<file path="src/hdl/async_timer_params.svh">
`ifndef ASYNC_TIMER_PARAMS_SVH
`define ASYNC_TIMER_PARAMS_SVH

// ----------------------------------------
// register map (byte addresses)
// ----------------------------------------
`define TMR_CONTROL_OFS   16'h0600
`define TMR_COUNT_OFS     16'h0610
`define TMR_PERIOD_OFS    16'h0620
`define TMR_IRQ_STAT_OFS  16'h0630
`define TMR_IRQ_EN_OFS    16'h0640
`define TMR_IRQ_CLR_OFS   16'h0650
`define TMR_ALIAS_CLR     2'h1
`define TMR_ALIAS_SET     2'h2
`define TMR_ALIAS_INV     2'h3

// ----------------------------------------
// control field positions
// ----------------------------------------
`define CTL_ENABLE_BIT    15
`define CTL_IDLE_STOP_BIT 13
`define CTL_WBLOCK_BIT    12
`define CTL_WPEND_BIT     11
`define CTL_GATE_BIT      7
`define CTL_PS_HI         5
`define CTL_PS_LO         4
`define CTL_SYNC_BIT      2
`define CTL_CS_BIT        1
`define CTL_WRITABLE_MASK 16'hb0b6

// ----------------------------------------
// reset values
// ----------------------------------------
`define CONTROL_RESET     16'h0000
`define COUNT_RESET       16'h0000
`define PERIOD_RESET      16'hffff

// ----------------------------------------
// prescale terminal counts (divide minus one)
// ----------------------------------------
`define PS_DIV1_TC        8'h00
`define PS_DIV8_TC        8'h07
`define PS_DIV64_TC       8'h3f
`define PS_DIV256_TC      8'hff

// ----------------------------------------
// async counter write transfer time in cycles
// ----------------------------------------
`define ASYNC_WR_CYCLES   3'h3

`endif

</file>
<file path="src/hdl/async_timer_pkg.sv">
package async_timer_pkg;

  typedef struct packed {
    logic        enable;
    logic        idle_stop;
    logic        wblock;
    logic        gate_en;
    logic [1:0]  prescale;
    logic        sync_en;
    logic        ext_sel;
  } ctl_t;

  typedef struct packed {
    ctl_t        ctl;
    logic [15:0] count;
    logic [15:0] period;
    logic [7:0]  ps_cnt;
    logic        wpend;
    logic [2:0]  wcnt;
    logic [15:0] wdata;
    logic [1:0]  irq_stat;
    logic [1:0]  irq_en;
    logic        irq;
    logic        wait_n;
    logic [31:0] rdata;
    logic [2:0]  pin_s;
    logic [1:0]  gate_s;
    logic        gate_prev;
  } state_t;

endpackage

</file>
<file path="src/hdl/async_timer.sv">
`timescale 1ns/10ps
`include "async_timer_params.svh"

// Overview of operation
// - enable bit 15 runs the timer; cleared, the timer stops
// - idle-stop bit 13 halts counting while idle; clear keeps counting
// - write-block set: counter writes ignored while an async write pends
// - write-block clear: counter writes accepted back to back
// - write-pending bit 11 reads one while an async counter write transfers
// - in synchronous operation write-pending always reads zero
// - gate bit 7 enables gated counting only with the internal clock
// - prescale bits 5-4: 11 /256, 10 /64, 01 /8, 00 /1
// - sync bit 2 selects synchronized external clock; ignored with internal
// - clock-source bit 1 selects external pin, else internal clock
// - aliases at +4, +8, +C clear, set, invert the bits written one in control, count and period
// - unimplemented bits, including bits 31-16, read as zero
// - four modes: internal, gated internal, sync external, async external
module async_timer (
  input  wire logic        sys_clk,
  input  wire logic        reset_n,
  input  wire logic [15:0] avs_address,
  input  wire logic        avs_read,
  input  wire logic        avs_write,
  input  wire logic [31:0] avs_writedata,
  output logic      [31:0] avs_readdata,
  output logic             avs_waitrequest,
  input  wire logic        idle_mode,
  input  wire logic        external_timer_clock_pin,
  input  wire logic        gate_pin,
  output logic             timer_irq
);

  async_timer_pkg::state_t s_q;
  async_timer_pkg::state_t s_d;

  logic        ext_edge;
  logic        gate_lvl;
  logic        src_tick;
  logic        ps_tick;
  logic        run;
  logic        async_mode;
  logic [7:0]  ps_tc;
  logic [15:0] ctl_rd;
  logic [15:0] base_val;
  logic [15:0] new_val;
  logic [15:0] wd16;
  logic [1:0]  alias_sel;
  logic [15:0] reg_ofs;
  logic        acc;
  logic        wr_go;
  logic        rd_go;
  logic        cnt_wr;
  logic [1:0]  ev;

  // ----------------------------------------
  // clock source and prescaler
  // ----------------------------------------
  always_comb begin
    ext_edge   = s_q.pin_s[1] & ~s_q.pin_s[2];
    gate_lvl   = s_q.gate_s[1];
    async_mode = s_q.ctl.ext_sel & ~s_q.ctl.sync_en;
    run        = s_q.ctl.enable & ~(s_q.ctl.idle_stop & idle_mode);
    if (s_q.ctl.ext_sel) begin
      src_tick = ext_edge;
    end else if (s_q.ctl.gate_en) begin
      src_tick = gate_lvl;
    end else begin
      src_tick = 1'b1;
    end
    unique case (s_q.ctl.prescale)
      2'b00: ps_tc = `PS_DIV1_TC;
      2'b01: ps_tc = `PS_DIV8_TC;
      2'b10: ps_tc = `PS_DIV64_TC;
      2'b11: ps_tc = `PS_DIV256_TC;
    endcase
    // terminal by >= so a smaller prescale set mid-count cannot stall
    ps_tick = run & src_tick & (s_q.ps_cnt >= ps_tc);
  end

  // ----------------------------------------
  // register access decode
  // ----------------------------------------
  always_comb begin
    alias_sel = avs_address[3:2];
    reg_ofs   = {avs_address[15:4], 4'h0};
    wd16      = avs_writedata[15:0];
    acc       = (avs_read | avs_write) & s_q.wait_n;
    wr_go     = acc & avs_write;
    // read data loaded as the request is first seen, so it stands with the answer
    rd_go     = avs_read & ~s_q.wait_n;
    ctl_rd = 16'h0000;
    ctl_rd[`CTL_ENABLE_BIT]    = s_q.ctl.enable;
    ctl_rd[`CTL_IDLE_STOP_BIT] = s_q.ctl.idle_stop;
    ctl_rd[`CTL_WBLOCK_BIT]    = s_q.ctl.wblock;
    ctl_rd[`CTL_WPEND_BIT]     = s_q.wpend & async_mode;
    ctl_rd[`CTL_GATE_BIT]      = s_q.ctl.gate_en;
    ctl_rd[`CTL_PS_HI:`CTL_PS_LO] = s_q.ctl.prescale;
    ctl_rd[`CTL_SYNC_BIT]      = s_q.ctl.sync_en;
    ctl_rd[`CTL_CS_BIT]        = s_q.ctl.ext_sel;
    unique case (reg_ofs)
      `TMR_CONTROL_OFS: base_val = ctl_rd;
      `TMR_COUNT_OFS:   base_val = s_q.count;
      `TMR_PERIOD_OFS:  base_val = s_q.period;
      default:          base_val = 16'h0000;
    endcase
    unique case (alias_sel)
      `TMR_ALIAS_CLR: new_val = base_val & ~wd16;
      `TMR_ALIAS_SET: new_val = base_val | wd16;
      `TMR_ALIAS_INV: new_val = base_val ^ wd16;
      default:        new_val = wd16;
    endcase
    cnt_wr = wr_go & (reg_ofs == `TMR_COUNT_OFS)
             & ~(async_mode & s_q.ctl.wblock & s_q.wpend);
  end

  // ----------------------------------------
  // next state
  // ----------------------------------------
  always_comb begin
    s_d          = s_q;
    ev           = 2'b00;
    s_d.pin_s    = {s_q.pin_s[1:0], external_timer_clock_pin};
    s_d.gate_s   = {s_q.gate_s[0], gate_pin};
    s_d.gate_prev = gate_lvl;

    if (run & src_tick) begin
      s_d.ps_cnt = (s_q.ps_cnt >= ps_tc) ? 8'h00 : s_q.ps_cnt + 8'h01;
    end
    if (!s_q.ctl.enable) begin
      s_d.ps_cnt = 8'h00;
    end

    if (ps_tick) begin
      if (s_q.count == s_q.period) begin
        s_d.count = 16'h0000;
        ev[0]     = 1'b1;
      end else begin
        s_d.count = s_q.count + 16'h0001;
      end
    end

    if (s_q.ctl.enable & ~s_q.ctl.ext_sel & s_q.ctl.gate_en & s_q.gate_prev & ~gate_lvl) begin
      ev[1] = 1'b1;
    end

    // async write completes after transfer delay
    if (s_q.wpend) begin
      if (s_q.wcnt == 3'h0) begin
        s_d.wpend = 1'b0;
        s_d.count = s_q.wdata;
      end else begin
        s_d.wcnt = s_q.wcnt - 3'h1;
      end
    end

    if (cnt_wr) begin
      if (async_mode) begin
        s_d.wpend = 1'b1;
        s_d.wcnt  = `ASYNC_WR_CYCLES - 3'h1;
        s_d.wdata = new_val;
      end else begin
        s_d.count = new_val;
        s_d.wpend = 1'b0;
      end
    end

    if (wr_go) begin
      unique case (reg_ofs)
        `TMR_CONTROL_OFS: begin
          s_d.ctl.enable    = new_val[`CTL_ENABLE_BIT];
          s_d.ctl.idle_stop = new_val[`CTL_IDLE_STOP_BIT];
          s_d.ctl.wblock    = new_val[`CTL_WBLOCK_BIT];
          s_d.ctl.gate_en   = new_val[`CTL_GATE_BIT];
          s_d.ctl.prescale  = new_val[`CTL_PS_HI:`CTL_PS_LO];
          s_d.ctl.sync_en   = new_val[`CTL_SYNC_BIT];
          s_d.ctl.ext_sel   = new_val[`CTL_CS_BIT];
        end
        `TMR_PERIOD_OFS: s_d.period = new_val;
        `TMR_IRQ_EN_OFS: s_d.irq_en = new_val[1:0];
        default: ;
      endcase
    end

    // set wins over clear
    if (wr_go & (reg_ofs == `TMR_IRQ_CLR_OFS) & (alias_sel == 2'h0)) begin
      s_d.irq_stat = s_q.irq_stat & ~wd16[1:0];
    end
    s_d.irq_stat = s_d.irq_stat | ev;
    s_d.irq      = |(s_d.irq_stat & s_d.irq_en);

    // one wait cycle then answer
    s_d.wait_n = (avs_read | avs_write) & ~s_q.wait_n;
    if (rd_go) begin
      unique case (reg_ofs)
        `TMR_IRQ_STAT_OFS: s_d.rdata = {30'h0000_0000, s_q.irq_stat};
        `TMR_IRQ_EN_OFS:   s_d.rdata = {30'h0000_0000, s_q.irq_en};
        default:           s_d.rdata = {16'h0000, base_val};
      endcase
    end
  end

  always_ff @(posedge sys_clk or negedge reset_n) begin
    if (!reset_n) begin
      s_q        <= '0;
      s_q.period <= `PERIOD_RESET;
    end else begin
      s_q <= s_d;
    end
  end

  always_comb begin
    avs_readdata    = s_q.rdata;
    avs_waitrequest = ~s_q.wait_n;
    timer_irq       = s_q.irq;
  end

  // ----------------------------------------
  // checks
  // ----------------------------------------
  a_disabled_holds: assert property (@(posedge sys_clk) disable iff (!reset_n)
    !s_q.ctl.enable & !s_q.wpend & !cnt_wr |=> $stable(s_q.count))
    else $error("count moved while disabled");
  a_idle_holds: assert property (@(posedge sys_clk) disable iff (!reset_n)
    s_q.ctl.idle_stop & idle_mode |-> !ps_tick)
    else $error("tick during idle stop");
  a_block_write: assert property (@(posedge sys_clk) disable iff (!reset_n)
    async_mode & s_q.ctl.wblock & s_q.wpend & wr_go & (reg_ofs == `TMR_COUNT_OFS)
    |=> $stable(s_q.wdata) & (s_q.wcnt != `ASYNC_WR_CYCLES - 3'h1))
    else $error("blocked write accepted");
  a_backtoback: assert property (@(posedge sys_clk) disable iff (!reset_n)
    !s_q.ctl.wblock & wr_go & (reg_ofs == `TMR_COUNT_OFS) |-> cnt_wr)
    else $error("write refused with block clear");
  a_pend_ends: assert property (@(posedge sys_clk) disable iff (!reset_n)
    s_q.wpend & (s_q.wcnt == 3'h0) & !cnt_wr
    |=> !s_q.wpend & (s_q.count == $past(s_q.wdata)))
    else $error("pending write did not land");
  a_sync_nopend: assert property (@(posedge sys_clk) disable iff (!reset_n)
    !async_mode & !avs_waitrequest & avs_read & (reg_ofs == `TMR_CONTROL_OFS)
    |-> !avs_readdata[`CTL_WPEND_BIT])
    else $error("pending shown in sync mode");
  a_wrap_flag: assert property (@(posedge sys_clk) disable iff (!reset_n)
    ps_tick & (s_q.count == s_q.period) & !cnt_wr & !s_q.wpend
    |=> (s_q.count == 16'h0000) & s_q.irq_stat[0])
    else $error("period wrap wrong");
  a_upper_zero: assert property (@(posedge sys_clk) disable iff (!reset_n)
    !avs_waitrequest & avs_read & (reg_ofs != `TMR_IRQ_STAT_OFS)
    |-> avs_readdata[31:16] == 16'h0000)
    else $error("upper half not zero");
  a_gate_count: assert property (@(posedge sys_clk) disable iff (!reset_n)
    s_q.ctl.gate_en & !s_q.ctl.ext_sel & !gate_lvl |-> !ps_tick)
    else $error("gated tick with gate low");

  // ----------------------------------------
  // checks: clock source and prescaler
  // ----------------------------------------
  a_disable_psclr: assert property (@(posedge sys_clk) disable iff (!reset_n)
    !s_q.ctl.enable |=> (s_q.ps_cnt == 8'h00))
    else $error("prescaler kept while disabled");
  a_idle_runs: assert property (@(posedge sys_clk) disable iff (!reset_n)
    s_q.ctl.enable & !s_q.ctl.idle_stop & !s_q.ctl.ext_sel & !s_q.ctl.gate_en
    & (s_q.ps_cnt == ps_tc) |-> ps_tick)
    else $error("tick missed with idle stop clear");
  a_gate_ignored: assert property (@(posedge sys_clk) disable iff (!reset_n)
    run & s_q.ctl.ext_sel & s_q.ctl.gate_en & ext_edge & (s_q.ps_cnt == ps_tc)
    |-> ps_tick)
    else $error("gate used with external clock");
  a_gated_runs: assert property (@(posedge sys_clk) disable iff (!reset_n)
    run & !s_q.ctl.ext_sel & s_q.ctl.gate_en & gate_lvl & (s_q.ps_cnt == ps_tc)
    |-> ps_tick)
    else $error("gated tick missed with gate high");
  a_ps_step: assert property (@(posedge sys_clk) disable iff (!reset_n)
    run & src_tick & (s_q.ps_cnt < ps_tc)
    |=> (s_q.ps_cnt == $past(s_q.ps_cnt) + 8'h01))
    else $error("prescaler did not step");
  a_ps_div1: assert property (@(posedge sys_clk) disable iff (!reset_n)
    run & src_tick & (s_q.ctl.prescale == 2'b00) |-> ps_tick)
    else $error("divide by one missed a tick");
  a_ps_div8: assert property (@(posedge sys_clk) disable iff (!reset_n)
    run & src_tick & (s_q.ctl.prescale == 2'b01) & (s_q.ps_cnt < `PS_DIV8_TC)
    |-> !ps_tick)
    else $error("divide by eight ticked early");
  a_ps_div64: assert property (@(posedge sys_clk) disable iff (!reset_n)
    run & src_tick & (s_q.ctl.prescale == 2'b10) & (s_q.ps_cnt < `PS_DIV64_TC)
    |-> !ps_tick)
    else $error("divide by sixty-four ticked early");
  a_ps_div256: assert property (@(posedge sys_clk) disable iff (!reset_n)
    run & src_tick & (s_q.ctl.prescale == 2'b11) & (s_q.ps_cnt < `PS_DIV256_TC)
    |-> !ps_tick)
    else $error("divide by 256 ticked early");
  a_ext_only: assert property (@(posedge sys_clk) disable iff (!reset_n)
    s_q.ctl.ext_sel & !ext_edge |-> !ps_tick)
    else $error("tick without external edge");
  a_sync_ignored: assert property (@(posedge sys_clk) disable iff (!reset_n)
    !s_q.ctl.ext_sel |-> !async_mode)
    else $error("async mode with internal clock");

  // ----------------------------------------
  // checks: registers and events
  // ----------------------------------------
  a_pend_starts: assert property (@(posedge sys_clk) disable iff (!reset_n)
    cnt_wr & async_mode |=> s_q.wpend)
    else $error("async write not pending");
  a_pend_bounded: assert property (@(posedge sys_clk) disable iff (!reset_n)
    s_q.wpend |-> (s_q.wcnt < `ASYNC_WR_CYCLES))
    else $error("pending transfer too long");
  a_ctl_unused: assert property (@(posedge sys_clk) disable iff (!reset_n)
    !avs_waitrequest & avs_read & (reg_ofs == `TMR_CONTROL_OFS)
    |-> ((avs_readdata[15:0] & ~(`CTL_WRITABLE_MASK | (16'h0001 << `CTL_WPEND_BIT)))
         == 16'h0000))
    else $error("unimplemented control bit set");
  a_alias_clr: assert property (@(posedge sys_clk) disable iff (!reset_n)
    wr_go & (reg_ofs == `TMR_PERIOD_OFS) & (alias_sel == `TMR_ALIAS_CLR)
    |=> ((s_q.period & $past(wd16)) == 16'h0000))
    else $error("clear alias left bits set");
  a_alias_set: assert property (@(posedge sys_clk) disable iff (!reset_n)
    wr_go & (reg_ofs == `TMR_PERIOD_OFS) & (alias_sel == `TMR_ALIAS_SET)
    |=> ((s_q.period & $past(wd16)) == $past(wd16)))
    else $error("set alias left bits clear");
  a_alias_inv: assert property (@(posedge sys_clk) disable iff (!reset_n)
    wr_go & (reg_ofs == `TMR_PERIOD_OFS) & (alias_sel == `TMR_ALIAS_INV)
    |=> (s_q.period == ($past(s_q.period) ^ $past(wd16))))
    else $error("invert alias wrong");
  a_count_step: assert property (@(posedge sys_clk) disable iff (!reset_n)
    ps_tick & (s_q.count != s_q.period) & !cnt_wr & !s_q.wpend
    |=> (s_q.count == $past(s_q.count) + 16'h0001))
    else $error("count did not step");
  a_irq_level: assert property (@(posedge sys_clk) disable iff (!reset_n)
    timer_irq == |(s_q.irq_stat & s_q.irq_en))
    else $error("interrupt level wrong");
  a_gate_fall: assert property (@(posedge sys_clk) disable iff (!reset_n)
    s_q.ctl.enable & !s_q.ctl.ext_sel & s_q.ctl.gate_en & s_q.gate_prev & !gate_lvl
    |=> s_q.irq_stat[1])
    else $error("gate fall not flagged");

endmodule

</file>
<file path="config.mk">
export PLATFORM = sky130hd
export DESIGN_NAME = async_timer
export DESIGN_NICKNAME = d
export VERILOG_FILES = /design/src/hdl/async_timer_pkg.sv /design/src/hdl/async_timer.sv
export VERILOG_INCLUDE_DIRS = /design/src /design/src/hdl
export SDC_FILE = /design/constraint.sdc
export NUM_CORES = 1
export LEC_CHECK = 0
export BUFFER_PORTS_ARGS = -buffer_cell sky130_fd_sc_hd__buf_2
export CORE_AREA = 8 8 137 164
export CTS_CLUSTER_DIAMETER = 150
export CTS_CLUSTER_SIZE = 10
export DETAILED_ROUTE_END_ITERATION = 8
export DIE_AREA = 0 0 145 172
export PLACE_DENSITY = 0.53
export SLEW_MARGIN = 20
export SYNTH_ARGS = -nofsm -noshare
export SYNTH_HDL_FRONTEND = slang
export SYNTH_SLANG_ARGS = --single-unit
</file>
<file path="constraint.sdc">
create_clock -name sys_clk -period 3.6 [get_ports sys_clk]
set_input_delay 0.9 -clock sys_clk [delete_from_list [all_inputs] [get_ports sys_clk]]
set_output_delay 0.9 -clock sys_clk [all_outputs]
set_load 0.01 [all_outputs]
</file>
After elaboration in Yosys (flattened, before gate mapping)
Cells that the tools add are included.
{ "totals": {"regBits": 112, "input_bits": 55, "word_cells": 110} }
{ "classes": {"add_sub_neg": 3, "magnitude_cmp": 1, "n_eq_ne": 14, "n_mux": 27, "n_bitwise": 37, "n_reduce_logical": 7} }
{ "ops": {"columns": ["op", "count"], "rows": [
  ["16-bit two-way mux", 6],
  ["16-bit one-hot mux with 3 select lines", 2],
  ["12-bit by 7-bit == test with 1-bit output, second input constant", 6],
  ["16-bit one-hot mux with 2 select lines", 1],
  ["8-bit one-hot mux with 4 select lines", 1],
  ["8-bit two-way mux", 3],
  ["1-bit AND", 21],
  ["20-bit two-way mux", 1],
  ["19-bit two-way mux", 1],
  ["16-bit by 1-bit adder with 16-bit output, second input constant", 1],
  ["16-bit AND", 1],
  ["16-bit == test", 1],
  ["16-bit inverter", 1],
  ["16-bit OR", 1],
  ["16-bit bitwise XOR", 1],
  ["8-bit by 1-bit adder with 8-bit output, second input constant", 1],
  ["2-bit == test, second input constant", 4],
  ["8-bit greater-or-equal comparator", 1],
  ["1-bit two-way mux", 7],
  ["1-bit inverter", 7],
  ["2-bit two-way mux", 3],
  ["2-bit AND reduction", 3],
  ["2-bit AND", 2],
  ["2-bit by 1-bit == test with 1-bit output, second input constant", 2],
  ["other kinds (10)", 11]
]} }

Depth between registers and ports, before layout
{ "logic_depth": {"ltp_word": 10, "ltp_mapped": 12, "depth_no_buf": 11} }

Worst setup path before layout
OpenSTA, ideal clock, no wires.
{ "synth_timing": {"kind": "input-to-reg", "start": "input avs_address[7]", "end": "register s_q, in the netlist timer_irq", "arrival_time_ps": 3401, "required_ps": 3479, "setup_slack_ps": 78, "stages": 9, "n_path_buf": 1, "path_cell_list": "nor4_1 > nand3b_1 > nor2_1 > clkbuf_1 > a22oi_1 > ha_1 > mux4_2 > mux2_2 > a22o_1"} }
{ "synth_lines": {"columns": ["item", "line", "text"], "rows": [
  ["start: declaration", "async_timer.sv:21", "input wire logic [15:0] avs_address,"],
  ["end: declaration", "async_timer.sv:33", "async_timer_pkg::state_t s_q;"]
]} }

==> impl_metrics.json <==
{
  "outcome": "completed",
  "hold_violations": 0,
  "slew_headroom_pct": 43.4,
  "rows": 57,
  "cts_buffers": 9,
  "power_per_cell_area_nw_per_um2": 320,
  "worstSetupEndpoint": "s_q[92]",
  "via_per_inst": 5.11,
  "cts_root_buf": "clkbuf_16",
  "min_period_ps": 3350,
  "drv_slew": 0,
  "finalWorstSetupSlack_ps": 251,
  "drcViolationCount": 0,
  "final_util_pct": 35.7,
  "fillers": 2019,
  "cts_buffer_depth": 2,
  "max_stage_delay_ps": 530,
  "hold_buffers": 0,
  "slowest_stage": "mux4_2",
  "avgRoutedWirePerCell_um": 17.5,
  "fin_setup_tns_ps": 0,
  "initial_core_util_pct": 31.3,
  "regToRegStartpoint": "ctl_rd[4]",
  "r2r-end": "s_q[89]",
  "syn_inst": 619,
  "drv_cap": 0,
  "synth_edf_count": 0,
  "htreeDepth": 3,
  "skew_ps": 11.4,
  "netlist_area_um2": 6220,
  "grt_usage_pct": 13.5,
  "cts_resized": 0,
  "grt_max_degree": 58,
  "worstSetupPathType": "in -> reg",
  "rr_worst_depth": 8,
  "ys_seq_area_share_pct": 38.9,
  "io_buffer_count": 54,
  "routed_wl_mm": 16.6,
  "core-area_um2": 19900,
  "cp.arrival_ps": 3570,
  "cp_cell_sequence": "buf_2 > nor4_1 > or3b_1 > nor2_2 > buf_12 > a22oi_1 > and2_1 > ha_1 > mux4_2 > o21ai_0 > a21oi_1",
  "nets": 773,
  "dp_slack_ps": -131,
  "drt-initial-drc-count": 235,
  "tightest_slew_ps": 847,
  "route.vias.total": 4825,
  "cts_num_sinks": 96,
  "grt_pass1_wl_mm": 26.7,
  "final_common_cell": "dfrtp_1",
  "reg2reg_slack_ps": 370,
  "cp-end-kind": "register",
  "synth.distinct_cells": 61,
  "vdd_drop_max_uv": 220,
  "cp-start-kind": "input pin",
  "grt_pass1_vias": 4994,
  "drt-pass1-iter-count": 6,
  "postCtsSetupRepairBufs": 0,
  "path_clk_slew_ps": 70,
  "finalCritPeriodShare_pct": 93.0,
  "async_flop_share_pct": 100,
  "rsz0062_at_grt": "no",
  "cts_tree": "yes",
  "synth-seq-cells": 96,
  "gp_congestion": 0.849,
  "layout-drive-gt1-share_pct": 27.5,
  "syn2layout_area_growth_pct": 14.3,
  "avgSynthCellArea_um2": 10.1,
  "mostFrequentLayoutCells": "dfrtp_1 (80), inv_1 (59), buf_2 (53)",
  "fp.dieArea_um2": 24900,
  "ant_nets": 0,
  "clk_latency_ps": 350,
  "leakage_nw": 3.43,
  "hold_path.class": "reg -> reg",
  "power.total_mw": 2.28,
  "synth_warnings": 0,
  "setup_violations": 0,
  "io-pin-count": 89,
  "worstPathRequired_ps": 3830,
  "antenna_found_initial": 2,
  "synth-main-ff-cell": "dfrtp_1",
  "startpoint": "avs_address[7]",
  "die_h_um": 172,
  "grt_overflow": 0,
  "cp_max_fo": 14,
  "n_antenna_cell": 0,
  "fmax_mhz": 299,
  "fp.dieW_um": 145,
  "dp_hpwl_mm": 12.5
}
area by class of cell:
class                           count  area (um2)  area share [%]
Multi-Input combinational cell    422        3290            46.2
Sequential cell                    96        2420            34.1
Timing Repair Buffer               86         551            7.74
Tap cell                          265         332            4.66
Clock buffer                       11         243            3.41
Inverter                           59         221            3.11
Clock inverter                      5        56.3           0.792
power breakdown:
part / switching, mW / internal (mW) / total [mW] / leakage (nW)
logic: 0.127 / 0.0771 / 0.204 / 2.02
registers: 0.00870 / 1.09 / 1.10 / 1.26
clock network: 0.420 / 0.557 / 0.977 / 0.145
total: 0.556 / 1.72 / 2.28 / 3.43
registers in the layout (all words and copies together) (netlist names):
name	flops
s_d	3
gate_lvl	1
ctl_rd	8
s_q	67
timer_irq	1
avs_readdata	16
how the worst min path moves through the flow:
stage,start,to,depth (start not counted)
floorplan,s_d[2],gate_lvl,0
global placement,s_d[2],gate_lvl,0
detailed placement,s_d[2],gate_lvl,0
CTS,s_d[2],gate_lvl,0
global route,s_d[4],s_d[5],0
finish,s_d[4],s_d[5],0
metrics by stage:
step,instances,area (um2),hold WS (ps)
3_3_place_gp,928,6810,339
2_1_floorplan,634,6280,331
5_1_grt,944,7110,363
3_5_place_dp,928,6810,348
4_1_cts,944,7110,363
6_report,944,7110,360
routing by layer:
| layer | routed length (um) | up-vias | global-route usage, % |
|---|---|---|---|
| met3 | 786 | 27 | 3.14 |
| met1 | 6730 | 2433 | 14.8 |
| met2 | 8720 | 104 | 24.9 |
| met5 | 21 | - | 0 |
| met4 | 306 | 4 | 5.04 |
| li1 | - | 2257 | - |
cell usage after synthesis, types with 3 or more instances:
library cell / instances / area [um2]
nand3_1: 13 / 65.1
buf_4: 32 / 240
dfstp_2: 16 / 420
a31oi_1: 11 / 68.8
a22oi_1: 13 / 97.6
a21oi_1: 21 / 105
nor2_2: 3 / 18.8
a222oi_1: 3 / 30.0
mux2i_1: 3 / 30.0
buf_2: 5 / 25.0
and3_1: 12 / 75.1
xnor2_1: 19 / 166
o21ai_0: 41 / 205
inv_1: 59 / 221
nor2_1: 28 / 105
nor3_1: 8 / 40.0
mux2_2: 42 / 473
nor2b_1: 5 / 31.3
nand4_1: 7 / 43.8
and2_1: 8 / 50.1
dfrtp_1: 80 / 2000
mux4_2: 16 / 360
nand3b_1: 8 / 60.1
nand2_1: 41 / 154
clkbuf_1: 18 / 67.6
a22o_1: 6 / 52.6
or3_1: 12 / 75.1
nor4_1: 3 / 18.8
ha_1: 44 / 551
a221oi_1: 4 / 35.0
cell families after synthesis:
| logic type | share of synthesized area, % |
|---|---|
| XOR/XNOR | 2.67 |
| other | 0.0603 |
| flip-flops | 38.9 |
| AND/OR/NAND/NOR | 14.1 |
| adder cells (fa/ha/maj) | 8.85 |
| AO/OA/AOI/OAI | 12.4 |
| buffers and inverters | 9.15 |
| multiplexers | 13.9 |
critical path, delay by kind of cell:
kind,cells,cell delay [ps]
buffers and inverters,2,270
AOI/OAI and AO/OA,3,420
and+or+nand+nor,4,1190
muxes,1,530
adders and majority gates,1,270
No activity file was read; power rests on OpenSTA's default activity.
